===== config.mk =====
export PLATFORM = sky130hd
export DESIGN_NAME = uda_regs
export DESIGN_NICKNAME = d
export VERILOG_FILES = /design/src/include/uda_pkg.sv /design/src/uda_regs.sv
export SDC_FILE = /design/constraint.sdc
export NUM_CORES = 1
export LEC_CHECK = 0
export BUFFER_PORTS_ARGS = -buffer_cell sky130_fd_sc_hd__buf_2
export CAP_MARGIN = 20
export CORE_MARGIN = 5
export CORE_UTILIZATION = 35
export CTS_BUF_LIST = sky130_fd_sc_hd__clkbuf_4 sky130_fd_sc_hd__clkbuf_8
export DETAILED_ROUTE_END_ITERATION = 8
export PLACE_DENSITY_LB_ADDON = 0.12
export SLEW_MARGIN = 10
export SYNTH_ARGS = -nofsm -noshare
export SYNTH_HDL_FRONTEND = slang
export SYNTH_SLANG_ARGS = --single-unit

===== constraint.sdc =====
create_clock -name i_core_clk -period 1 [get_ports i_core_clk]
set_input_delay 0.1 -clock i_core_clk [delete_from_list [all_inputs] [get_ports i_core_clk]]
set_output_delay 0.1 -clock i_core_clk [all_outputs]
set_load 0.01 [all_outputs]

===== src/include/uda_pkg.sv =====
// constants shared by the usb device address and status register bank
package uda_pkg;
  localparam int unsigned   ENG_COUNT      = 2;
  localparam int unsigned   ADDR_W         = 16;
  localparam int unsigned   DATA_W         = 16;
  localparam int unsigned   DEV_ADDR_W     = 7;
  localparam int unsigned   EP_COUNT       = 8;
  // register offsets, engine one then engine two
  localparam logic [15:0]   OFS_INTEN_1    = 16'hc08c;
  localparam logic [15:0]   OFS_ADDR_1     = 16'hc08e;
  localparam logic [15:0]   OFS_STAT_1     = 16'hc090;
  localparam logic [15:0]   OFS_INTEN_2    = 16'hc0ac;
  localparam logic [15:0]   OFS_ADDR_2     = 16'hc0ae;
  localparam logic [15:0]   OFS_STAT_2     = 16'hc0b0;
  // status and enable field positions
  localparam int unsigned   BIT_VBUS       = 15;
  localparam int unsigned   BIT_ID         = 14;
  localparam int unsigned   BIT_SOF_EOP    = 9;
  localparam int unsigned   BIT_BUS_RESET  = 8;
  // implemented bits per engine; the rest are reserved and read zero
  localparam logic [15:0]   MASK_ENG_1     = 16'hc3ff;
  localparam logic [15:0]   MASK_ENG_2     = 16'h03ff;
  // values after reset
  localparam logic [6:0]    RST_DEV_ADDR   = 7'h00;
  localparam logic [15:0]   RST_STATUS     = 16'h0000;
  localparam logic [15:0]   RST_INTEN      = 16'h0000;

  typedef enum logic [1:0] {
    RS_NONE  = 2'b00,
    RS_ADDR  = 2'b01,
    RS_STAT  = 2'b11,
    RS_INTEN = 2'b10
  } uda_rsel_type;
endpackage : uda_pkg


===== src/uda_regs.sv =====
// address filter and event status registers of both device engines
// Operation
// - the bus address is bits 6:0; bit 7 and the upper byte are reserved.
// - reset loads the address field with the default address zero.
// - only traffic to the stored address is answered, the rest ignored.
// - writing one to a status flag clears it, writing zero leaves it alone.
// - status is reachable from the parallel host port and the processor.
// - bit 15 sets on each supply threshold crossing, engine one only.
// - supply and id flags exist in engine one only; reserved in engine two.
// - bit 14 sets on each rising and falling edge of the id pin.
// - bit 9 sets when a start-of-frame or end-of-packet marker is received.
// - bit 8 sets when a host bus reset is detected.
// - bits 7:0 set on transaction-done of endpoint_zero to endpoint_seven.
// - with an endpoint's nak enable set, a nak answer also sets its flag.
// - an enable register gates each status event at the same bit position.
`timescale 1ns/1ps
`default_nettype none
module uda_regs
  import uda_pkg::*;
(
  input  wire logic                   i_core_clk,
  input  wire logic                   i_rstn,
  input  wire logic                   i_clk_en,
  input  wire logic [15:0]            i_cpu_addr,
  input  wire logic                   i_cpu_wr,
  input  wire logic                   i_cpu_rd,
  input  wire logic [15:0]            i_cpu_wdata,
  output logic      [15:0]            o_cpu_rdata,
  input  wire logic [15:0]            i_hpi_addr,
  input  wire logic                   i_hpi_wr,
  input  wire logic                   i_hpi_rd,
  input  wire logic [15:0]            i_hpi_wdata,
  output logic      [15:0]            o_hpi_rdata,
  input  wire logic [1:0]             i_pkt_valid,
  input  wire logic [1:0][6:0]        i_pkt_addr,
  output logic      [1:0]             o_pkt_accept,
  input  wire logic [1:0][7:0]        i_ep_done,
  input  wire logic [1:0][7:0]        i_ep_nak,
  input  wire logic [1:0][7:0]        i_nak_int_en,
  input  wire logic [1:0]             i_sof_eop,
  input  wire logic [1:0]             i_bus_reset,
  input  wire logic                   i_vbus_valid,
  input  wire logic                   i_otg_id
);
  import uda_pkg::*;

  typedef struct packed {
    logic [1:0][6:0]  addr;
    logic [1:0][15:0] status;
    logic [1:0][15:0] inten;
    logic             vbus_q;
    logic             id_q;
    logic             pin_seen;
    logic [1:0]       accept;
    logic [15:0]      cpu_rdata;
    logic [15:0]      hpi_rdata;
  } uda_state_type;

  uda_state_type st_r;
  uda_state_type st_nxt;

  function automatic uda_rsel_type reg_of(input logic [15:0] a,
                                          input int unsigned e);
    logic [15:0] base_a;
    logic [15:0] base_s;
    logic [15:0] base_i;
    base_a = (e == 0) ? OFS_ADDR_1 : OFS_ADDR_2;
    base_s = (e == 0) ? OFS_STAT_1 : OFS_STAT_2;
    base_i = (e == 0) ? OFS_INTEN_1 : OFS_INTEN_2;
    if (a == base_a)
      return RS_ADDR;
    else if (a == base_s)
      return RS_STAT;
    else if (a == base_i)
      return RS_INTEN;
    return RS_NONE;
  endfunction : reg_of

  function automatic logic [15:0] eng_mask(input int unsigned e);
    return (e == 0) ? MASK_ENG_1 : MASK_ENG_2;
  endfunction : eng_mask

  // address register is write only, so it reads back zero
  function automatic logic [15:0] read_word(input uda_rsel_type s,
                                            input logic [15:0] stat,
                                            input logic [15:0] ien);
    unique case (s)
      RS_STAT:  return stat;
      RS_INTEN: return ien;
      RS_ADDR:  return 16'h0000;
      RS_NONE:  return 16'h0000;
    endcase
  endfunction : read_word

  always_comb
  begin
    logic [15:0] clr;
    logic [15:0] ev;
    logic        vbus_edge;
    logic        id_edge;
    clr       = 16'h0000;
    ev        = 16'h0000;
    vbus_edge = 1'b0;
    id_edge   = 1'b0;
    st_nxt    = st_r;
    if (i_clk_en)
    begin
      // pin levels are compared only once a first sample exists, so
      // leaving reset never fakes an edge
      vbus_edge       = st_r.pin_seen && (i_vbus_valid != st_r.vbus_q);
      id_edge         = st_r.pin_seen && (i_otg_id != st_r.id_q);
      st_nxt.vbus_q   = i_vbus_valid;
      st_nxt.id_q     = i_otg_id;
      st_nxt.pin_seen = 1'b1;
      st_nxt.cpu_rdata = 16'h0000;
      st_nxt.hpi_rdata = 16'h0000;
      for (int unsigned e = 0; e < ENG_COUNT; e++)
      begin
        clr = 16'h0000;
        // processor wins a same-cycle write to address or enable
        if (i_hpi_wr && reg_of(i_hpi_addr, e) == RS_ADDR)
          st_nxt.addr[e] = i_hpi_wdata[6:0];
        if (i_cpu_wr && reg_of(i_cpu_addr, e) == RS_ADDR)
          st_nxt.addr[e] = i_cpu_wdata[6:0];
        if (i_hpi_wr && reg_of(i_hpi_addr, e) == RS_INTEN)
          st_nxt.inten[e] = i_hpi_wdata & eng_mask(e);
        if (i_cpu_wr && reg_of(i_cpu_addr, e) == RS_INTEN)
          st_nxt.inten[e] = i_cpu_wdata & eng_mask(e);
        if (i_hpi_wr && reg_of(i_hpi_addr, e) == RS_STAT)
          clr = clr | i_hpi_wdata;
        if (i_cpu_wr && reg_of(i_cpu_addr, e) == RS_STAT)
          clr = clr | i_cpu_wdata;
        ev        = 16'h0000;
        ev[7:0]   = i_ep_done[e]
                    | (i_ep_nak[e] & i_nak_int_en[e]);
        ev[BIT_BUS_RESET] = i_bus_reset[e];
        ev[BIT_SOF_EOP]   = i_sof_eop[e];
        ev[BIT_ID]        = (e == 0) && id_edge;
        ev[BIT_VBUS]      = (e == 0) && vbus_edge;
        // set is applied after the clear so a same-cycle clear never drops an event
        st_nxt.status[e] = ((st_r.status[e] & ~clr)
                            | (ev & st_r.inten[e]))
                           & eng_mask(e);
        // match uses the address held before any same-cycle write
        st_nxt.accept[e] = i_pkt_valid[e]
                           && (i_pkt_addr[e] == st_r.addr[e]);
        if (i_cpu_rd && reg_of(i_cpu_addr, e) != RS_NONE)
          st_nxt.cpu_rdata = read_word(reg_of(i_cpu_addr, e),
                                       st_r.status[e], st_r.inten[e]);
        if (i_hpi_rd && reg_of(i_hpi_addr, e) != RS_NONE)
          st_nxt.hpi_rdata = read_word(reg_of(i_hpi_addr, e),
                                       st_r.status[e], st_r.inten[e]);
      end
    end
  end

  always_ff @(posedge i_core_clk or negedge i_rstn)
  begin
    if (!i_rstn)
    begin
      st_r           <= '0;
      st_r.addr[0]   <= RST_DEV_ADDR;
      st_r.addr[1]   <= RST_DEV_ADDR;
      st_r.status[0] <= RST_STATUS;
      st_r.status[1] <= RST_STATUS;
      st_r.inten[0]  <= RST_INTEN;
      st_r.inten[1]  <= RST_INTEN;
    end
    else
      st_r <= st_nxt;
  end

  assign o_cpu_rdata  = st_r.cpu_rdata;
  assign o_hpi_rdata  = st_r.hpi_rdata;
  assign o_pkt_accept = st_r.accept;

  a_accept_hit: assert property (
    @(posedge i_core_clk) disable iff (!i_rstn)
    i_clk_en && i_pkt_valid[0] && i_pkt_addr[0] == st_r.addr[0]
    |=> o_pkt_accept[0])
    else $error("matching packet not accepted");

  a_accept_miss: assert property (
    @(posedge i_core_clk) disable iff (!i_rstn)
    i_clk_en && i_pkt_addr[1] != st_r.addr[1]
    |=> !o_pkt_accept[1])
    else $error("packet to another address accepted");

  a_w1c_clear: assert property (
    @(posedge i_core_clk) disable iff (!i_rstn)
    i_clk_en && i_cpu_wr && i_cpu_addr == OFS_STAT_1 && i_cpu_wdata[0]
    && !i_ep_done[0][0] && !i_ep_nak[0][0]
    |=> !st_r.status[0][0])
    else $error("write one did not clear flag");

  a_w0_keeps: assert property (
    @(posedge i_core_clk) disable iff (!i_rstn)
    st_r.status[0][3] && i_cpu_wr && i_cpu_addr == OFS_STAT_1
    && !i_cpu_wdata[3] && !i_hpi_wr
    |=> st_r.status[0][3])
    else $error("write zero cleared a flag");

  a_set_wins: assert property (
    @(posedge i_core_clk) disable iff (!i_rstn)
    i_clk_en && i_bus_reset[0] && st_r.inten[0][BIT_BUS_RESET]
    ##0 (i_cpu_wr && i_cpu_addr == OFS_STAT_1)
    |=> st_r.status[0][BIT_BUS_RESET])
    else $error("bus reset event lost");

  a_sof_flag: assert property (
    @(posedge i_core_clk) disable iff (!i_rstn)
    i_clk_en && i_sof_eop[1] && st_r.inten[1][BIT_SOF_EOP]
    |=> st_r.status[1][BIT_SOF_EOP])
    else $error("frame marker flag not set");

  a_vbus_edge: assert property (
    @(posedge i_core_clk) disable iff (!i_rstn)
    i_clk_en && st_r.pin_seen && i_vbus_valid != st_r.vbus_q
    && st_r.inten[0][BIT_VBUS]
    |=> st_r.status[0][BIT_VBUS])
    else $error("supply crossing flag not set");

  a_id_edge: assert property (
    @(posedge i_core_clk) disable iff (!i_rstn)
    i_clk_en && st_r.pin_seen && $changed(i_otg_id)
    && $past(i_clk_en) && st_r.inten[0][BIT_ID]
    |=> st_r.status[0][BIT_ID])
    else $error("id edge flag not set");

  a_dev2_rsvd: assert property (
    @(posedge i_core_clk) disable iff (!i_rstn)
    st_r.status[1][15:14] == 2'b00)
    else $error("second engine shows otg flags");

  a_gate_off: assert property (
    @(posedge i_core_clk) disable iff (!i_rstn)
    i_clk_en && !st_r.inten[0][BIT_BUS_RESET]
    && !st_r.status[0][BIT_BUS_RESET]
    |=> !st_r.status[0][BIT_BUS_RESET])
    else $error("disabled event set its flag");

  a_ep_done: assert property (
    @(posedge i_core_clk) disable iff (!i_rstn)
    i_clk_en && i_ep_done[1][7] && st_r.inten[1][7]
    |=> st_r.status[1][7] ##1 (st_r.status[1][7] || $past(i_cpu_wr)
    || $past(i_hpi_wr)))
    else $error("endpoint flag not set or dropped");

  a_hpi_read: assert property (
    @(posedge i_core_clk) disable iff (!i_rstn)
    i_clk_en && i_hpi_rd && i_hpi_addr == OFS_STAT_2
    |=> o_hpi_rdata == $past(st_r.status[1]))
    else $error("port read of status wrong");
endmodule : uda_regs
`default_nettype wire

* Word level (Yosys, flattened, before mapping) *
Cells that the tools add are included.

word-level totals
  logic and storage cells = 186
  output and inout port bits = 34
  input port bits = 141
  register bits = 105

cells by class
  bitwise operators = 14
  equal/unequal tests = 40
  reductions and logical operators = 40
  muxes and demuxes = 80

operator list
  cell                                                              count
  16-bit == test (second input constant)                            12
  16-bit two-way mux                                                12
  16-bit case mux with 3 select lines                               4
  2-bit two-way mux                                                 32
  10-bit two-way mux                                                4
  16-bit AND                                                        2
  2-bit == test (second input constant)                             16
  16-bit bitwise OR                                                 2
  7-bit two-way mux                                                 4
  1-bit two-way mux                                                 24
  10-bit AND                                                        2
  1-bit logical AND                                                 20
  10-bit bitwise OR                                                 2
  8-bit AND                                                         2
  2-bit by 1-bit == test with 1-bit output (second input constant)  8
  16-bit inverter                                                   1
  8-bit bitwise OR                                                  2
  2-bit nonzero test                                                8
  7-bit == test                                                     2
  10-bit inverter                                                   1
  2-bit logical NOT                                                 4
  2-bit AND reduction                                               4
  2-bit OR reduction                                                4
  1-bit != test                                                     2

* Logic depth before layout (Yosys ltp) *
  depth after elaboration = 19
  mapped depth = 7

* Least setup slack after synthesis *
OpenSTA, ideal clock, no wires.

  path type = input to register
  start point = input i_cpu_addr[11]
  end point = register st_r[77] (netlist name)
  stages on the path = 6
  setup time = 0.126 ns
  required time = 0.874 ns
  data arrival time = 1.706 ns
  slack = -0.832 ns
  cell sequence = or4_4 -> or3_4 -> nor3_4 -> buf_6 -> nand2_2 -> a221o_1

between the ends
  cells in the longest elaborated chain, start to end = 14
  elaborated cells on any way between the ends = 18

RTL lines
  item                    line             RTL
  start: declaration      uda_regs.sv:24   input wire logic [15:0] i_cpu_addr,
  16-bit == test          uda_regs.sv:74   else if (a == base_i)
  1-bit two-way mux       uda_regs.sv:74
  1-bit two-way mux       uda_regs.sv:72   else if (a == base_s)
  1-bit two-way mux       uda_regs.sv:70   if (a == base_a)
  1-bit two-way mux       uda_regs.sv:106  if (i_clk_en)
  2-bit two-way mux *     uda_regs.sv:76   return RS_NONE;
  2-bit two-way mux *     uda_regs.sv:106
  2-bit == test *         uda_regs.sv:131  if (i_cpu_wr && reg_of(i_cpu_addr, e) == RS_STAT)
  1-bit logical AND *     uda_regs.sv:131
  16-bit two-way mux *    uda_regs.sv:131
  16-bit two-way mux *    uda_regs.sv:106
  16-bit inverter *       uda_regs.sv:141  st_nxt.status[e] = ((st_r.status[e] & ~clr)
  16-bit AND *            uda_regs.sv:141
  16-bit bitwise OR *     uda_regs.sv:142  | (ev & st_r.inten[e]))
  end signal: assignment  uda_regs.sv:170  st_r <= st_nxt;
  end: declaration        uda_regs.sv:59   uda_state_type st_r;

Mark *: on every way between the ends. The rest lies on a longest branch, timed or not. The select of a mux whose other input is x is not followed.
A chain may end at the register's enable or synchronous reset.

* Worst setup path in the final report *
  start point = input i_cpu_addr[11]
  end point = register st_r[93] (netlist name)

between the ends
  cells in the longest elaborated chain, start to end = 14
  elaborated cells on any way between the ends = 18

RTL lines
  item                  line
  16-bit == test        uda_regs.sv:74
  1-bit two-way mux     uda_regs.sv:74
  1-bit two-way mux     uda_regs.sv:72
  1-bit two-way mux     uda_regs.sv:70
  1-bit two-way mux     uda_regs.sv:106
  2-bit two-way mux *   uda_regs.sv:76
  2-bit two-way mux *   uda_regs.sv:106
  2-bit == test *       uda_regs.sv:131
  1-bit logical AND *   uda_regs.sv:131
  10-bit two-way mux *  uda_regs.sv:131
  10-bit two-way mux *  uda_regs.sv:106
  10-bit inverter *     uda_regs.sv:141
  10-bit AND *          uda_regs.sv:141
  10-bit bitwise OR *   uda_regs.sv:142

Marked as above.

==> summary.txt <==
Worst hold path
  – Hold Crit Class: input pin to flop
  – Worst Hold Path Cells: 3

Cells and area
  – Share of cells above drive strength 1: 52.8%
  – ANT cells: 0
  – Final nets: 951
  – Sequential cell area: 0.00218 mm^2
  – Syn-to-layout area delta: 54.2%
  – Post-route insts no fill: 997
  – Final Util: 55.4%
  – Area occupied by multi-input gates: 0.00331 mm^2
  – # fillers: 1329

STA
  – Final setup skew: 0.00513 ns
  – Final setup vio count: 91
  – Setup ws final: -0.564 ns
  – Highest clock rate: 639 MHz
  – Hold Vio Cnt, Final: 0
  – Final Critical Period: 1.56 ns
  – Slew headroom: 61.3%
  – Hold Slack: 0.0134 ns
  – Slew at the pin closest to its max-slew limit: 0.580 ns
  – Period utilisation layout: 156%
  – RSZ-0062 raised after global routing: yes
  – Slew Limit Fails: 0

CTS
  – Root buffer cell: clkbuf_8
  – Clk Latency, worst-skew pair: 0.37 ns
  – CTS tree: built
  – Reg clk slew, reported paths: 0.09 ns
  – CTS sink cnt: 87
  – Buffer depth of the longest clock path: 2
  – Htree depth: 3
  – Num CTS Buffers: 9

Global routing
  – Pin count of the biggest net entering global routing: 26
  – Antenna violations before repair: 0
  – Global-route usage over all layers: 23.5%
  – GRT overflow: 0
  – First-pass GRT wire length: 32400 um
  – Vias in the first global route: 5824

Placed design
  – Final Wtd Congestion: 0.892
  – Post-Place Cells: 951
  – Placed wire-length estimate: 14800 um
  – Port bufs: 158

Synth
  – Sequential-to-total area share from yosys stat: 41.4%
  – Mapped Area: 0.00526 mm^2
  – Top_reg_cell synth: dfrtp_1
  – Ys Warns: 0
  – Post-synth top cells: 87 x dfrtp_1, 66 x nand2_1, 42 x a22oi_1
  – Main area contributors after synthesis: dfrtp_1 41%, a22oi_1 6.0%, buf_4 5.0%
  – Mapped Avg Cell Area: 9.53 um^2
  – Async set or reset register ratio after synthesis: 100%
  – Synth Register Bits: 87
  – Most frequent cell after synthesis: dfrtp_1
  – Cells after Synth: 552
  – Area leader, netlist: dfrtp_1
  – Post-synth cell types: 63
  – Number of flops mapped to enable cells by yosys: 0
  – Area share of the largest cell type after synthesis: 41.4%

Power and ir drop
  – P per Cell Area: 881 mW/mm^2
  – Maximum vdd drop: 0.493 mV
  – Tot Pwr: 0.00715 W
  – Leakage: 3.78 nW

Route
  – Drt drc: 0
  – Initial drt markers: 445
  – Total routed wirelength: 21500 um
  – Drt wl/cell: 21.6 um
  – Via-per-instance ratio: 5.71
  – ANT nets after route: 0
  – Vias: 5697
  – DRT Pass-1 Iters: 5

Floorplan
  – Boundary Pins: 175
  – FP Rows: 44
  – Die Y: 133 um
  – Die width: 133 um
  – Initial Util: 35.9%
  – DIE AREA: 0.0176 mm^2
  – Core Region: 0.0146 mm^2

Worst setup path
  – Crit path max fanout: 3
  – Critical Path AT: 1.82 ns
  – Crit end category: flop
  – R2R cell count: 3
  – Worst Path Required: 1.25 ns
  – Startpoint types: input pin
  – Crit path kind: input pin to flop

Run status
  – Failing checks: negative setup slack
  – Status: complete, but fails checks

Run
  – Max Cap Viol: 0
==> cells by family (layout without fill, tap and decap cells) <==
family | Yosys count | after routing | synth area share [%]
multiplexers | 2 | 2 | 0.428
AO/OA/AOI/OAI | 192 | 192 | 29.2
XOR/XNOR | 16 | 16 | 2.66
AND/OR/NAND/NOR | 181 | 182 | 18.4
buffers and inverters | 73 | 326 | 7.92
other | 1 | 8 | 0.0713
flip-flops | 87 | 87 | 41.4
==> critical path, stage by stage <==
cell and delay [ns]:
buf_6 0.09, or4_4 0.54, or3b_4 0.41, nor3_4 0.18
buf_6 0.15, nand2_1 0.05, a221o_1 0.29
==> power by group <==
group / total (W) / switching (W) / internal (W)
clock: 0.00257 / 0.00130 / 0.00127
combinational: 0.00105 / 0.000574 / 0.000475
sequential: 0.00353 / 0.00000599 / 0.00352
==> path summary, 6_finish.rpt <==
| path | start | endpoint | slack, ns |
|---|---|---|---|
| worst min register to register | st_r[101]$_DFFE_PN0P_ | st_r[101]$_DFFE_PN0P_ | 0.52 |
| min in group asynchronous | i_rstn | st_r[113]$_DFFE_PN0P_ | 0.20 |
| max in group asynchronous | i_rstn | o_hpi_rdata[3]$_DFFE_PN0P_ | 0.35 |
| worst max-delay path | i_cpu_addr[11] | st_r[93]$_DFFE_PN0P_ | -0.56 |
| worst min-delay path | i_hpi_wdata[15] | st_r[52]$_DFFE_PN0P_ | 0.01 |
| worst max register to register | st_r[113]$_DFFE_PN0P_ | o_pkt_accept[1]$_DFFE_PN0P_ | -0.10 |
==> metrics by stage <==
step / setup WS [ns] / cell area [um^2] / setup TNS (ns)
6_report: -0.564 / 8110 / -38.90
5_1_grt: -0.603 / 8110 / -42.37
4_1_cts: -0.552 / 7830 / -37.61
3_5_place_dp: -1.02 / 7100 / -74.28
3_3_place_gp: -0.989 / 7100 / -72.81
2_1_floorplan: -0.805 / 5490 / -53.12
==> flip-flops by register name, indices dropped and copies added, names as in the netlist <==
name,cells
o_pkt_accept,2
o_hpi_rdata,12
st_r,61
o_cpu_rdata,12
==> layout make-up <==
type,instances,share of cell area [%]
multi-input combinational,400,40.8
sequential,87,26.8
timing repair buffer,295,26.3
tap,184,2.84
clock buffer,11,1.87
inverter,17,0.787
clock inverter,3,0.540
==> cells in the final DEF, fill, tap and decap left out, types with 12 or more instances in the layout <==
cell / instances
nand2_1: 58
buf_12: 15
buf_6: 19
dfrtp_1: 87
xor2_1: 12
inv_1: 17
a22o_1: 19
o22ai_2: 12
a21oi_1: 17
buf_4: 109
nor2_1: 35
a22oi_1: 40
buf_2: 147
==> timing repair <==
| action | CTS | global route |
|---|---|---|
| gates cloned | 3 | 0 |
| resized for setup | 58 | 39 |
| hold buffers | 4 | 0 |
| buffers inserted | 21 | 4 |
| pin swaps | 24 | 15 |
| endpoints found under the hold margin | 90 | 0 |
| setup endpoints to repair | 110 | 110 |
==> routing by layer <==
| layer | GRT usage [%] | part of all wire, % |
|---|---|---|
| met1 | 31.1 | 42 |
| met3 | 4.33 | 7.5 |
| met2 | 38.6 | 49 |
| met5 | 0 | 0 |
| met4 | 8.26 | 2.4 |
Note: power is estimated with default switching activity, not from simulation.
